==> src/pkg/rivs_pkg.sv <==
// Package with vector addresses, source indices and widths for the vector select block
package rivs_pkg;
    localparam int RIVS_ADDR_W = 12;
    localparam int RIVS_NUM_SRC = 25;
    localparam int RIVS_IDX_W = 5;
    // Reset vector when the boot fuse is unprogrammed
    localparam logic [11:0] RIVS_RESET_ADDR = 12'h000;
    // Interrupt table base when the select bit is clear
    localparam logic [11:0] RIVS_TABLE_BASE = 12'h001;
    // Default boot reset address (boot section start), a parameter downstream
    localparam logic [11:0] RIVS_BOOT_ADDR_DEF = 12'hc00;
    // Fuse encoding: 1 unprogrammed, 0 programmed
    localparam logic RIVS_FUSE_UNPROG = 1'b1;
    localparam logic RIVS_FUSE_PROG = 1'b0;
    // Source indices: bit i of the request vector vectors to base + i
    localparam logic [4:0] RIVS_SRC_EXT0 = 5'h00;
    localparam logic [4:0] RIVS_SRC_EXT1 = 5'h01;
    localparam logic [4:0] RIVS_SRC_PCG0 = 5'h02;
    localparam logic [4:0] RIVS_SRC_PCG1 = 5'h03;
    localparam logic [4:0] RIVS_SRC_PCG2 = 5'h04;
    localparam logic [4:0] RIVS_SRC_WDTO = 5'h05;
    localparam logic [4:0] RIVS_SRC_T8B_CMPA = 5'h06;
    localparam logic [4:0] RIVS_SRC_T8B_CMPB = 5'h07;
    localparam logic [4:0] RIVS_SRC_T8B_OVF = 5'h08;
    localparam logic [4:0] RIVS_SRC_T16_CAPT = 5'h09;
    localparam logic [4:0] RIVS_SRC_T16_CMPA = 5'h0a;
    localparam logic [4:0] RIVS_SRC_T16_CMPB = 5'h0b;
    localparam logic [4:0] RIVS_SRC_T16_OVF = 5'h0c;
    localparam logic [4:0] RIVS_SRC_T8A_CMPA = 5'h0d;
    localparam logic [4:0] RIVS_SRC_T8A_CMPB = 5'h0e;
    localparam logic [4:0] RIVS_SRC_T8A_OVF = 5'h0f;
    localparam logic [4:0] RIVS_SRC_SPI_STC = 5'h10;
    localparam logic [4:0] RIVS_SRC_USART_RX = 5'h11;
    localparam logic [4:0] RIVS_SRC_USART_TXE = 5'h12;
    localparam logic [4:0] RIVS_SRC_USART_TX = 5'h13;
    localparam logic [4:0] RIVS_SRC_CONV_DONE = 5'h14;
    localparam logic [4:0] RIVS_SRC_EEPROM_RDY = 5'h15;
    localparam logic [4:0] RIVS_SRC_ACOMP = 5'h16;
    localparam logic [4:0] RIVS_SRC_TWO_WIRE = 5'h17;
    localparam logic [4:0] RIVS_SRC_SPM_RDY = 5'h18;
    // Fetch kinds
    typedef enum logic [1:0] {
        RIVS_FETCH_IDLE = 2'b00,
        RIVS_FETCH_RESET = 2'b01,
        RIVS_FETCH_IRQ = 2'b10
    } rivs_fetch_t;
endpackage

==> src/rivs_addr.sv <==
// Vector address former: table base plus index
`timescale 1ns/1ps
`default_nettype none
module rivs_addr #(
    parameter int AW = 12,
    parameter int IW = 5
) (
    // Selection
    input wire logic sel_boot,
    input wire logic [AW-1:0] boot_addr,
    input wire logic [IW-1:0] idx,
    // Address out
    output logic [AW-1:0] addr
);
    import rivs_pkg::*;
    logic [AW-1:0] base;

    // Base moves into the boot section when selected; vectors one word apart
    assign base = sel_boot ? AW'(boot_addr + RIVS_TABLE_BASE) : AW'(RIVS_TABLE_BASE);
    assign addr = AW'(base + AW'(idx));
endmodule
`default_nettype wire

==> src/rivs_pick.sv <==
// Lowest-index pending request finder
`timescale 1ns/1ps
`default_nettype none
module rivs_pick #(
    parameter int N = 25,
    parameter int IW = 5
) (
    // Requests
    input wire logic [N-1:0] req,
    // Result
    output logic any,
    output logic [IW-1:0] idx
);
    logic [N-1:0] found;

    // Mask each request with all lower-index requests so the lowest index wins
    genvar g;
    generate
        for (g = 0; g < N; g++) begin : g_pick
            if (g == 0) begin : g_first
                assign found[g] = req[g];
            end else begin : g_rest
                assign found[g] = req[g] & ~|req[g-1:0];
            end
        end
    endgenerate

    // Encode the one-hot winner
    always_comb begin
        idx = '0;
        for (int i = 0; i < N; i++) begin
            if (found[i]) begin
                idx = IW'(i);
            end
        end
    end

    assign any = |req;
endmodule
`default_nettype wire

==> src/rivs_top.sv <==
// Reset and interrupt vector select: drives the program counter on reset and taken interrupts
//
// How it works
// RULE1 - All reset causes share one reset vector at word 0x000 when fuse unprogrammed.
// RULE2 - Programmed boot fuse starts execution at the boot reset address.
// RULE3 - Select bit set adds boot section start to every interrupt vector base.
// RULE4 - Table starts at 0x001, or boot reset address plus 0x001 when selected.
// RULE5 - Fuse value 1 means unprogrammed, 0 means programmed.
// RULE6 - External requests zero and one vector to 0x001 and 0x002.
// RULE7 - Pin change groups zero, one, two vector to 0x003, 0x004, 0x005.
// RULE8 - Watchdog timeout interrupt at 0x006, apart from watchdog reset.
// RULE9 - Second 8-bit timer compares A, B and overflow at 0x007 to 0x009.
// RULE10 - 16-bit timer capture, compares and overflow at 0x00A to 0x00D.
// RULE11 - First 8-bit timer compares A, B and overflow at 0x00E to 0x010.
// RULE12 - Serial peripheral transfer complete at 0x011.
// RULE13 - USART receive, data empty and transmit complete at 0x012 to 0x014.
// RULE14 - Converter, EEPROM, comparator, two-wire and store ready at 0x015 to 0x019.
// RULE15 - Vectors fetched only for a taken enabled interrupt.
// RULE16 - Unused slots in either section stay free for code; nothing else fetches there.
// RULE17 - Fetch address is table base plus source vector index.
`timescale 1ns/1ps
`default_nettype none
module rivs_top #(
    parameter int AW = rivs_pkg::RIVS_ADDR_W,
    parameter int N = rivs_pkg::RIVS_NUM_SRC,
    parameter logic [11:0] BOOT_ADDR = rivs_pkg::RIVS_BOOT_ADDR_DEF
) (
    // Clock and reset
    input wire logic core_clk,
    input wire logic nrst,
    // Reset causes (level, any one starts a reset fetch)
    input wire logic reset_pin,
    input wire logic power_on_reset,
    input wire logic brown_out_reset,
    input wire logic watchdog_sys_reset,
    // Configuration
    input wire logic boot_reset_select_fuse,
    input wire logic vector_table_select_bit,
    // Interrupt side
    input wire logic [N-1:0] irq_pending,
    input wire logic [N-1:0] irq_enable,
    input wire logic global_irq_enable,
    input wire logic core_ready,
    // Program counter side
    output logic pc_load,
    output logic [AW-1:0] pc_addr,
    output logic irq_ack,
    output logic [rivs_pkg::RIVS_IDX_W-1:0] irq_ack_idx,
    output logic in_reset
);
    import rivs_pkg::*;

    logic any_reset;
    logic [N-1:0] irq_live;
    logic irq_any;
    logic [RIVS_IDX_W-1:0] irq_idx;
    logic [AW-1:0] vec_addr;
    logic [AW-1:0] reset_vec;
    logic take_irq;
    rivs_fetch_t kind_q;
    logic reset_seen_q;
    logic [AW-1:0] addr_q;
    logic [RIVS_IDX_W-1:0] idx_q;

    // Any of the four reset causes uses the single reset vector
    assign any_reset = reset_pin | power_on_reset | brown_out_reset | watchdog_sys_reset; // see RULE1

    // Reset vector: zero when unprogrammed, boot address when programmed
    assign reset_vec = (boot_reset_select_fuse == RIVS_FUSE_UNPROG) ? AW'(RIVS_RESET_ADDR)
                                                                    : AW'(BOOT_ADDR); // see RULE2 see RULE5

    // Only enabled sources with the global enable may be taken
    assign irq_live = global_irq_enable ? (irq_pending & irq_enable) : '0; // see RULE15

    // Index order of the request vector follows the table order
    rivs_pick #(.N(N), .IW(RIVS_IDX_W)) u_pick (
        .req(irq_live),
        .any(irq_any),
        .idx(irq_idx)
    ); // see RULE6 see RULE7 see RULE8 see RULE9 see RULE10 see RULE11 see RULE12 see RULE13 see RULE14

    // Base plus index, relocated by the select bit independent of the fuse
    rivs_addr #(.AW(AW), .IW(RIVS_IDX_W)) u_addr (
        .sel_boot(vector_table_select_bit),
        .boot_addr(AW'(BOOT_ADDR)),
        .idx(irq_idx),
        .addr(vec_addr)
    ); // see RULE3 see RULE4 see RULE17

    assign take_irq = irq_any & core_ready & ~any_reset & ~reset_seen_q;

    // Remember a reset so the first fetch after it is the reset vector
    always_ff @(posedge core_clk) begin
        if (!nrst) begin
            reset_seen_q <= 1'b1;
        end else if (any_reset) begin
            reset_seen_q <= 1'b1;
        end else if (core_ready) begin
            reset_seen_q <= 1'b0;
        end
    end

    // Fetch kind and address registers
    always_ff @(posedge core_clk) begin
        if (!nrst) begin
            kind_q <= RIVS_FETCH_IDLE;
            addr_q <= '0;
            idx_q <= '0;
        end else if (any_reset) begin
            kind_q <= RIVS_FETCH_IDLE;
        end else if (reset_seen_q && core_ready) begin
            kind_q <= RIVS_FETCH_RESET;
            addr_q <= reset_vec; // see RULE1 see RULE2
        end else if (take_irq) begin
            kind_q <= RIVS_FETCH_IRQ;
            addr_q <= vec_addr; // see RULE15 see RULE16
            idx_q <= irq_idx;
        end else begin
            kind_q <= RIVS_FETCH_IDLE;
        end
    end

    // Outputs from the registers
    always_comb begin
        pc_load = 1'b0;
        irq_ack = 1'b0;
        unique case (kind_q)
            RIVS_FETCH_IDLE: begin
                pc_load = 1'b0;
            end
            RIVS_FETCH_RESET: begin
                pc_load = 1'b1;
            end
            RIVS_FETCH_IRQ: begin
                pc_load = 1'b1;
                irq_ack = 1'b1;
            end
            default: begin
                pc_load = 1'b0;
            end
        endcase
    end

    assign pc_addr = addr_q;
    assign irq_ack_idx = idx_q;
    assign in_reset = reset_seen_q;

    // Checks
    property p_reset_vec_zero;
        @(posedge core_clk) disable iff (!nrst)
        (reset_seen_q && core_ready && !any_reset && boot_reset_select_fuse)
            |=> (kind_q == RIVS_FETCH_RESET && pc_addr == 12'h000);
    endproperty
    a_reset_vec_zero: assert property (p_reset_vec_zero) else $error("reset vector not zero"); // see RULE1

    property p_reset_vec_boot;
        @(posedge core_clk) disable iff (!nrst)
        (reset_seen_q && core_ready && !any_reset && !boot_reset_select_fuse)
            |=> (pc_load && pc_addr == BOOT_ADDR);
    endproperty
    a_reset_vec_boot: assert property (p_reset_vec_boot) else $error("boot reset address not used"); // see RULE2

    property p_table_relocate;
        @(posedge core_clk) disable iff (!nrst)
        (take_irq && vector_table_select_bit)
            |=> (pc_addr == AW'(BOOT_ADDR + 12'h001 + AW'(idx_q)));
    endproperty
    a_table_relocate: assert property (p_table_relocate) else $error("relocated vector wrong"); // see RULE3

    property p_table_base;
        @(posedge core_clk) disable iff (!nrst)
        (take_irq && !vector_table_select_bit && irq_idx == 5'h00) |=> (irq_ack && pc_addr == 12'h001);
    endproperty
    a_table_base: assert property (p_table_base) else $error("table base not 0x001"); // see RULE4

    property p_ext1;
        @(posedge core_clk) disable iff (!nrst)
        (take_irq && !vector_table_select_bit && irq_live[1:0] == 2'b10) |=> (pc_addr == 12'h002);
    endproperty
    a_ext1: assert property (p_ext1) else $error("external request one vector wrong"); // see RULE6

    property p_wdt;
        @(posedge core_clk) disable iff (!nrst)
        (take_irq && !vector_table_select_bit && irq_live[5:0] == 6'h20) |=> (pc_addr == 12'h006);
    endproperty
    a_wdt: assert property (p_wdt) else $error("watchdog vector wrong"); // see RULE8

    property p_last;
        @(posedge core_clk) disable iff (!nrst)
        (take_irq && !vector_table_select_bit && irq_live == 25'h1000000) |=> (pc_addr == 12'h019);
    endproperty
    a_last: assert property (p_last) else $error("store ready vector wrong"); // see RULE14

    property p_only_enabled;
        @(posedge core_clk) disable iff (!nrst)
        irq_ack |-> (($past(irq_live) & (N'(1) << idx_q)) != '0);
    endproperty
    a_only_enabled: assert property (p_only_enabled) else $error("vector fetched without enabled source"); // see RULE15

    property p_pc_stable;
        @(posedge core_clk) disable iff (!nrst)
        !pc_load ##1 !pc_load |-> $stable(pc_addr);
    endproperty
    a_pc_stable: assert property (p_pc_stable) else $error("address moved without fetch"); // see RULE17

    // A live reset cause holds off every fetch and keeps the reset pending
    property p_cause_hold;
        @(posedge core_clk) disable iff (!nrst)
        any_reset |=> (!pc_load && in_reset);
    endproperty
    a_cause_hold: assert property (p_cause_hold) else $error("fetch during reset cause"); // see RULE1

    // Single requests in the base table land on their own slot
    property p_pcg0;
        @(posedge core_clk) disable iff (!nrst)
        (take_irq && !vector_table_select_bit && irq_live[2:0] == 3'h4) |=> (pc_addr == 12'h003);
    endproperty
    a_pcg0: assert property (p_pcg0) else $error("pin change zero vector wrong"); // see RULE7

    property p_pcg2;
        @(posedge core_clk) disable iff (!nrst)
        (take_irq && !vector_table_select_bit && irq_live[4:0] == 5'h10) |=> (pc_addr == 12'h005);
    endproperty
    a_pcg2: assert property (p_pcg2) else $error("pin change two vector wrong"); // see RULE7

    property p_t8b_cmpa;
        @(posedge core_clk) disable iff (!nrst)
        (take_irq && !vector_table_select_bit && irq_live[6:0] == 7'h40) |=> (pc_addr == 12'h007);
    endproperty
    a_t8b_cmpa: assert property (p_t8b_cmpa) else $error("second timer compare a vector wrong"); // see RULE9

    property p_t8b_ovf;
        @(posedge core_clk) disable iff (!nrst)
        (take_irq && !vector_table_select_bit && irq_live[8:0] == 9'h100) |=> (pc_addr == 12'h009);
    endproperty
    a_t8b_ovf: assert property (p_t8b_ovf) else $error("second timer overflow vector wrong"); // see RULE9

    property p_t16_capt;
        @(posedge core_clk) disable iff (!nrst)
        (take_irq && !vector_table_select_bit && irq_live[9:0] == 10'h200) |=> (pc_addr == 12'h00a);
    endproperty
    a_t16_capt: assert property (p_t16_capt) else $error("wide timer capture vector wrong"); // see RULE10

    property p_t16_ovf;
        @(posedge core_clk) disable iff (!nrst)
        (take_irq && !vector_table_select_bit && irq_live[12:0] == 13'h1000) |=> (pc_addr == 12'h00d);
    endproperty
    a_t16_ovf: assert property (p_t16_ovf) else $error("wide timer overflow vector wrong"); // see RULE10

    property p_t8a_cmpa;
        @(posedge core_clk) disable iff (!nrst)
        (take_irq && !vector_table_select_bit && irq_live[13:0] == 14'h2000) |=> (pc_addr == 12'h00e);
    endproperty
    a_t8a_cmpa: assert property (p_t8a_cmpa) else $error("first timer compare a vector wrong"); // see RULE11

    property p_t8a_ovf;
        @(posedge core_clk) disable iff (!nrst)
        (take_irq && !vector_table_select_bit && irq_live[15:0] == 16'h8000) |=> (pc_addr == 12'h010);
    endproperty
    a_t8a_ovf: assert property (p_t8a_ovf) else $error("first timer overflow vector wrong"); // see RULE11

    property p_serial_done;
        @(posedge core_clk) disable iff (!nrst)
        (take_irq && !vector_table_select_bit && irq_live[16:0] == 17'h10000) |=> (pc_addr == 12'h011);
    endproperty
    a_serial_done: assert property (p_serial_done) else $error("serial transfer vector wrong"); // see RULE12

    property p_usart_rx;
        @(posedge core_clk) disable iff (!nrst)
        (take_irq && !vector_table_select_bit && irq_live[17:0] == 18'h20000) |=> (pc_addr == 12'h012);
    endproperty
    a_usart_rx: assert property (p_usart_rx) else $error("receive complete vector wrong"); // see RULE13

    property p_usart_tx;
        @(posedge core_clk) disable iff (!nrst)
        (take_irq && !vector_table_select_bit && irq_live[19:0] == 20'h80000) |=> (pc_addr == 12'h014);
    endproperty
    a_usart_tx: assert property (p_usart_tx) else $error("transmit complete vector wrong"); // see RULE13

    property p_conv_done;
        @(posedge core_clk) disable iff (!nrst)
        (take_irq && !vector_table_select_bit && irq_live[20:0] == 21'h100000) |=> (pc_addr == 12'h015);
    endproperty
    a_conv_done: assert property (p_conv_done) else $error("converter vector wrong"); // see RULE14

    // Gating: no interrupt fetch with the global enable off or the core busy
    property p_gie_off;
        @(posedge core_clk) disable iff (!nrst)
        !global_irq_enable |=> !irq_ack;
    endproperty
    a_gie_off: assert property (p_gie_off) else $error("fetch with global enable off"); // see RULE15

    property p_ready_gate;
        @(posedge core_clk) disable iff (!nrst)
        !core_ready |=> !pc_load;
    endproperty
    a_ready_gate: assert property (p_ready_gate) else $error("fetch while core not ready"); // see RULE15

    // Every load comes from a reset fetch or a taken interrupt, nothing else
    property p_no_stray_fetch;
        @(posedge core_clk) disable iff (!nrst)
        pc_load |-> $past(take_irq || (reset_seen_q && core_ready && !any_reset));
    endproperty
    a_no_stray_fetch: assert property (p_no_stray_fetch) else $error("load without a cause"); // see RULE16

    // Base table slot is the base plus the taken index
    property p_idx_slot;
        @(posedge core_clk) disable iff (!nrst)
        (take_irq && !vector_table_select_bit) |=> (pc_addr == AW'(RIVS_TABLE_BASE + AW'(idx_q)));
    endproperty
    a_idx_slot: assert property (p_idx_slot) else $error("slot not base plus index"); // see RULE17

    c_reset_fetch: cover property (@(posedge core_clk) disable iff (!nrst) kind_q == RIVS_FETCH_RESET);
    c_irq_plain: cover property (@(posedge core_clk) disable iff (!nrst) irq_ack && !vector_table_select_bit);
    c_irq_boot: cover property (@(posedge core_clk) disable iff (!nrst) irq_ack && vector_table_select_bit);
    c_boot_reset: cover property (@(posedge core_clk) disable iff (!nrst) pc_load && !irq_ack && pc_addr == BOOT_ADDR);
endmodule
`default_nettype wire

==> config.mk <==
export PLATFORM = sky130hd
export DESIGN_NAME = rivs_top
export DESIGN_NICKNAME = d
export VERILOG_FILES = /design/src/pkg/rivs_pkg.sv /design/src/rivs_addr.sv /design/src/rivs_pick.sv /design/src/rivs_top.sv
export SDC_FILE = /design/constraint.sdc
export NUM_CORES = 1
export LEC_CHECK = 0
export BUFFER_PORTS_ARGS = -buffer_cell sky130_fd_sc_hd__clkbuf_2
export CORE_MARGIN = 2
export CORE_UTILIZATION = 40
export CTS_BUF_LIST = sky130_fd_sc_hd__clkbuf_8
export CTS_CLUSTER_DIAMETER = 120
export DETAILED_ROUTE_END_ITERATION = 8
export PLACE_DENSITY = 0.72
export SYNTH_ARGS = -nofsm -noshare
export SYNTH_HDL_FRONTEND = slang
export SYNTH_SLANG_ARGS = --single-unit
export TNS_END_PERCENT = 10
==> constraint.sdc <==
create_clock -name core_clk -period 6.13 [get_ports core_clk]
set_input_delay 0.9195 -clock core_clk [delete_from_list [all_inputs] [get_ports core_clk]]
set_output_delay 0.9195 -clock core_clk [all_outputs]
set_load 0.1 [all_outputs]
## Word-level counts from Yosys, hierarchy flattened

Cells that the tools add are included.

- Flip-flop bits (word level): 20
- Input port bits: 60
- Word-level logic and storage cells: 131

- $add $sub $neg: 1
- Equality and inequality tests: 2
- Muxes and demuxes: 33
- Bitwise logic cells: 35
- Reductions and logical operators: 55

Operators by type and width:

| operator | count |
|---|---|
| 5-bit 2-to-1 mux | 23 |
| 12-bit 2-to-1 mux | 4 |
| 1-bit AND | 27 |
| 25-bit AND | 1 |
| 25-bit 2-to-1 mux | 1 |
| 25-bit OR reduction | 1 |
| 1-bit zero test | 24 |
| 24-bit OR reduction | 1 |
| 23-bit OR reduction | 1 |
| 22-bit OR reduction | 1 |
| 21-bit OR reduction | 1 |
| 20-bit OR reduction | 1 |
| 19-bit OR reduction | 1 |
| 18-bit OR reduction | 1 |
| 17-bit OR reduction | 1 |
| 16-bit OR reduction | 1 |
| 15-bit OR reduction | 1 |
| 14-bit OR reduction | 1 |
| 13-bit OR reduction | 1 |
| 12-bit by 5-bit adder with 12-bit output | 1 |
| 12-bit OR reduction | 1 |
| 11-bit OR reduction | 1 |
| 10-bit OR reduction | 1 |
| 9-bit OR reduction | 1 |
| other kinds (17) | 28 |

## Longest topological paths before layout

- Depth after elaboration: 31
- Depth in mapped cells: 10

## Hierarchy

From an unflattened synthesis, not the netlist that was laid out.

- Cell total of the unflattened synthesis: 272
- Area, all modules: 2059.5 um2

By module, submodules not included:

| module | instances | cells each | area each (um2) |
|---|---|---|---|
| rivs_top | 1 | 122 | 1016.0 |
| rivs_addr | 1 | 101 | 716.9 |
| rivs_pick | 1 | 49 | 326.6 |

## Least setup slack after synthesis

Ideal clock, no wire load.

- Kind: input to register
- From: input port irq_pending[12]
- To: register addr_q[2] (netlist: pc_addr[2])
- Library setup time: 115 ps
- Arrival time: 2460 ps
- Required time: 6015 ps
- Slack: 3555 ps
- Cell stages on the path: 9
- Buffers on the path: 0
- Path through: a22o_1 -> a211oi_2 -> a211oi_1 -> o32a_1 -> a21oi_4 -> ha_1 -> xor2_1 -> o21ai_1 -> and2_1

- Word-level cells in the longest chain between the ends: 20
- Elaborated cells on any way between the ends: 61
- Those cells by class: add/sub: 1; mux: 16; bitwise: 17; reduce/logical: 27

RTL lines:

| item | line | source |
|---|---|---|
| from (decl) | rivs_top.sv:40 | `input wire logic [N-1:0] irq_pending,` |
| 25-bit AND * | rivs_top.sv:73 | `assign irq_live = global_irq_enable ? (irq_pending & irq_enable) : '0;` |
| 25-bit 2-to-1 mux * | rivs_top.sv:73 |  |
| 13-bit OR reduction | rivs_pick.sv:23 | `assign found[g] = req[g] & ~\|req[g-1:0];` |
| 1-bit zero test | rivs_pick.sv:23 |  |
| 1-bit AND | rivs_pick.sv:23 |  |
| 5-bit 2-to-1 mux (11 in a row) | rivs_pick.sv:32 | `if (found[i]) begin` |
| 5-bit 2-to-1 mux * | rivs_pick.sv:32 |  |
| via irq_idx[0] | rivs_top.sv:56 | `logic [RIVS_IDX_W-1:0] irq_idx;` |
| 12-bit by 5-bit adder with 12-bit output * | rivs_addr.sv:20 | `assign addr = AW'(base + AW'(idx));` |
| 12-bit 2-to-1 mux * | rivs_top.sv:114 | `end else if (take_irq) begin` |
| 12-bit 2-to-1 mux * | rivs_top.sv:111 | `end else if (reset_seen_q && core_ready) begin` |
| to (signal assigned) | rivs_top.sv:113 | `addr_q <= reset_vec;` |
| to (signal assigned) | rivs_top.sv:116 | `addr_q <= vec_addr;` |
| to (decl) | rivs_top.sv:62 | `logic [AW-1:0] addr_q;` |

The timed path passes the listed nets; every way through them passes the cells marked *. The select of a mux whose other input is x is not followed.
A chain may end at the register's enable or synchronous reset.

## Worst setup path in the final report

- From: input port global_irq_enable
- To: register addr_q[2] (netlist: pc_addr[2])

- Word-level cells in the longest chain between the ends: 30
- Elaborated cells on any way between the ends: 105
- Those cells by class: add/sub: 1; mux: 27; bitwise: 27; reduce/logical: 50

RTL lines:

| item | line | source |
|---|---|---|
| from (decl) | rivs_top.sv:42 | `input wire logic global_irq_enable,` |
| 25-bit 2-to-1 mux * | rivs_top.sv:73 |  |
| 2-bit OR reduction | rivs_pick.sv:23 |  |
| 1-bit zero test | rivs_pick.sv:23 |  |
| 1-bit AND | rivs_pick.sv:23 |  |
| 5-bit 2-to-1 mux (22 in a row) | rivs_pick.sv:32 |  |
| 5-bit 2-to-1 mux * | rivs_pick.sv:32 |  |
| via irq_idx[1] | rivs_top.sv:56 |  |
| 12-bit by 5-bit adder with 12-bit output * | rivs_addr.sv:20 |  |
| 12-bit 2-to-1 mux * | rivs_top.sv:114 |  |
| 12-bit 2-to-1 mux * | rivs_top.sv:111 |  |

Marks and branches as above.

==> reports/metrics.cfg <==
[outcome]
status=finished clean

[synth]
async_flop_share=0
yosysTopAreaCell=dfxtp_1
synth_top_family_by_area=compound AO/OA/AOI/OAI gates
synthMuxAreaShare=0.0155
synth_compound_gate_area_share=0.398
synth_edf_count=0
synth_adder_area_share=0.0194
synth_flop_cell=dfxtp_1
syn_avg_cell_area_um2=8.39
synth.top_cell.area_share=0.232
synth_top_cells_by_area=dfxtp_1, nand2_1, nand3_1
synthDistinctLibCells=54
ys_warn_count=0
ys_seq_area_frac=0.232
synthXorXnorAreaFrac=0.00678
ys_seq_elements=15
synth-simple-area-share=0.269
syn-cell-area_um2=1290
netlist_instances=154

[global_routing]
grt_pass1_wl_um=5370
grt_pass1_vias=1294
antenna_found_initial=0
gr-total-overflow=0
grtUsageTotal=0.184
grt_max_degree=18

[route]
routed_wl_um=3170
drtIter0Drc=36
drc_errors=0
wl_per_cell_um=11.7
ant_nets=0
vias=1420
firstDrtPassIters=5
avgViaCountPerCell=5.22

[finish]
syn_to_final_growth_pct=33.3
antenna_cells=0
final_nets=291
final_cell_area_um2=1720
drive_gt1_frac=0.434

[clock_tree]
clk-insertion-delay-late_ns=0.25
postCtsHoldBufs=0
cts-resized-gates=0
htreeDepth=1
cts-root-buf=clkbuf_8
cts_buffer_depth=2
clock-sinks=15
cts-buffers-inserted=3
cts_tree=done
path_clk_slew_ns=0.06
cts_setup_buffers=0

[die]
fp.dieArea_um2=3700
core_area_um2=3050
num_io_pins=80
die-width_um=60.8
fp-row-count=20
die_y_um=60.8
start_util=0.423

[timing]
post-route-min-period_ns=2.66
rsz0062_at_grt=no
maxSlewHeadroom=0.636
tns_ns=0
slew_viol_final=0
worst_slew_pin_slew_ns=0.548
fin_crit_sh=0.433
fin_skew_ns=0.00120
setup_violations=0
hold_violations=0
fmax_mhz=376

[worst_setup_path]
crit_required_ns=6.27
crit_type=in -> reg
worstReg2RegStart=in_reset
endpoint_kind=flop
crit_arrival_ns=2.80
worstSetupStartpointType=input pin
cp_max_fo=12
reg2reg_slack_ns=4.72
startpoint=global_irq_enable

[power_and_ir_drop]
irDropWorstVdd_mv=0.0815
p_leak_nw=0.833
power-per-cell-area_nw_per_um2=157

[min_path]
min_from=irq_ack_idx[3]
hold_class=reg -> reg

[placement]
dp_hpwl_um=2710
dpl_cell_area_um2=1680
port_buffers=75
gp_congestion=0.869

[flow_run]
cap_violations=0

[state kept, by name (all words and copies together) (netlist names)]
signal,count
irq_ack_idx,5
pc_addr,7
kind_q,2
in_reset,1
[cells in the final DEF (no fill, tap or decap), types with 2 or more instances in the layout]
master    instances
conb_1            4
nand2_1          23
mux2i_1           2
a22oi_2           2
clkbuf_8          3
nor2_1            6
dfxtp_1          15
a21oi_1           3
a22oi_4           3
and2_1            5
clkbuf_2         75
a22oi_1           4
nor2b_1           2
a22o_1            6
a32oi_1           2
nand3_1          13
nor3_1            2
a31oi_2           2
a211oi_1          2
o21ai_1           2
a31oi_1           3
a21boi_1          4
inv_1             3
and3_1            4
ha_1              2
nand2b_1          2
nand3b_1          3
o21ai_0           6
[power breakdown]
group          internal (mW)  switching (mW)
clock                 0.0450          0.0347
sequential            0.0977        0.000159
combinational         0.0373          0.0554
[layout make-up]
type / count / area (um2)
multi-input cells: 130 / 931
flip-flops and latches: 15 / 300
well taps: 44 / 55.1
clock buffers: 3 / 41.3
inverters: 4 / 15.0
fillers: 315 / 1330
clock inverters: 1 / 5.00
repair buffers: 75 / 375
[path summary, 6_finish.rpt]
path              depth (start not counted)              to
hold / removal                            2  irq_ack_idx[3]
setup reg to reg                          5      pc_addr[3]
setup / recovery                         10      pc_addr[2]
hold reg to reg                           2  irq_ack_idx[3]
[cell families after synthesis]
group,after synthesis
adder cells (fa/ha/maj),2
AO/OA/AOI/OAI,55
XOR/XNOR,1
other,1
AND/OR/NAND/NOR,66
buffers and inverters,12
multiplexers,2
flip-flops,15
[per-stage QoR]
step / util / total power [mW] / hold slack (ns) / instances / setup slack, ns
4_1_cts: 0.564 / 0.271 / 0.458 / 272 / 3.48
3_5_place_dp: 0.549 / 0.192 / 0.449 / 268 / 3.21
6_report: 0.564 / 0.270 / 0.453 / 272 / 3.47
5_1_grt: 0.564 / 0.284 / 0.491 / 272 / 3.32
2_1_floorplan: - / 0.160 / 0.881 / 157 / 3.56
3_3_place_gp: 0.549 / 0.192 / 0.447 / 268 / 3.25
[synth_stat cells (all sizes together), types with 3 or more instances]
cell type and number:
inv 4, and2 6, a22o 6, a22oi 9
dfxtp 15, nand3b 3, and3 4, nor3 3
nor2 6, a31oi 5, o21ai 8, nand2 23
a211oi 3, buf 7, a21oi 5, nand3 14
a21boi 5
[critical path, stage by stage]
cell	delay, ns
clkbuf_2	0.25
inv_2	0.16
a41oi_4	0.30
nor2_1	0.12
a31oi_1	0.33
inv_1	0.09
ha_1	0.23
xor2_1	0.18
o21ai_1	0.08
and2_1	0.16
[per-layer routing]
layer	vias to the layer above	routed length [um]	GRT usage
met5	-	0	0
met3	2	147	0.0426
met4	0	14	0.0217
li1	734	-	-
met1	647	1440	0.240
met2	37	1570	0.320
No activity file was read; power rests on OpenSTA's default activity.
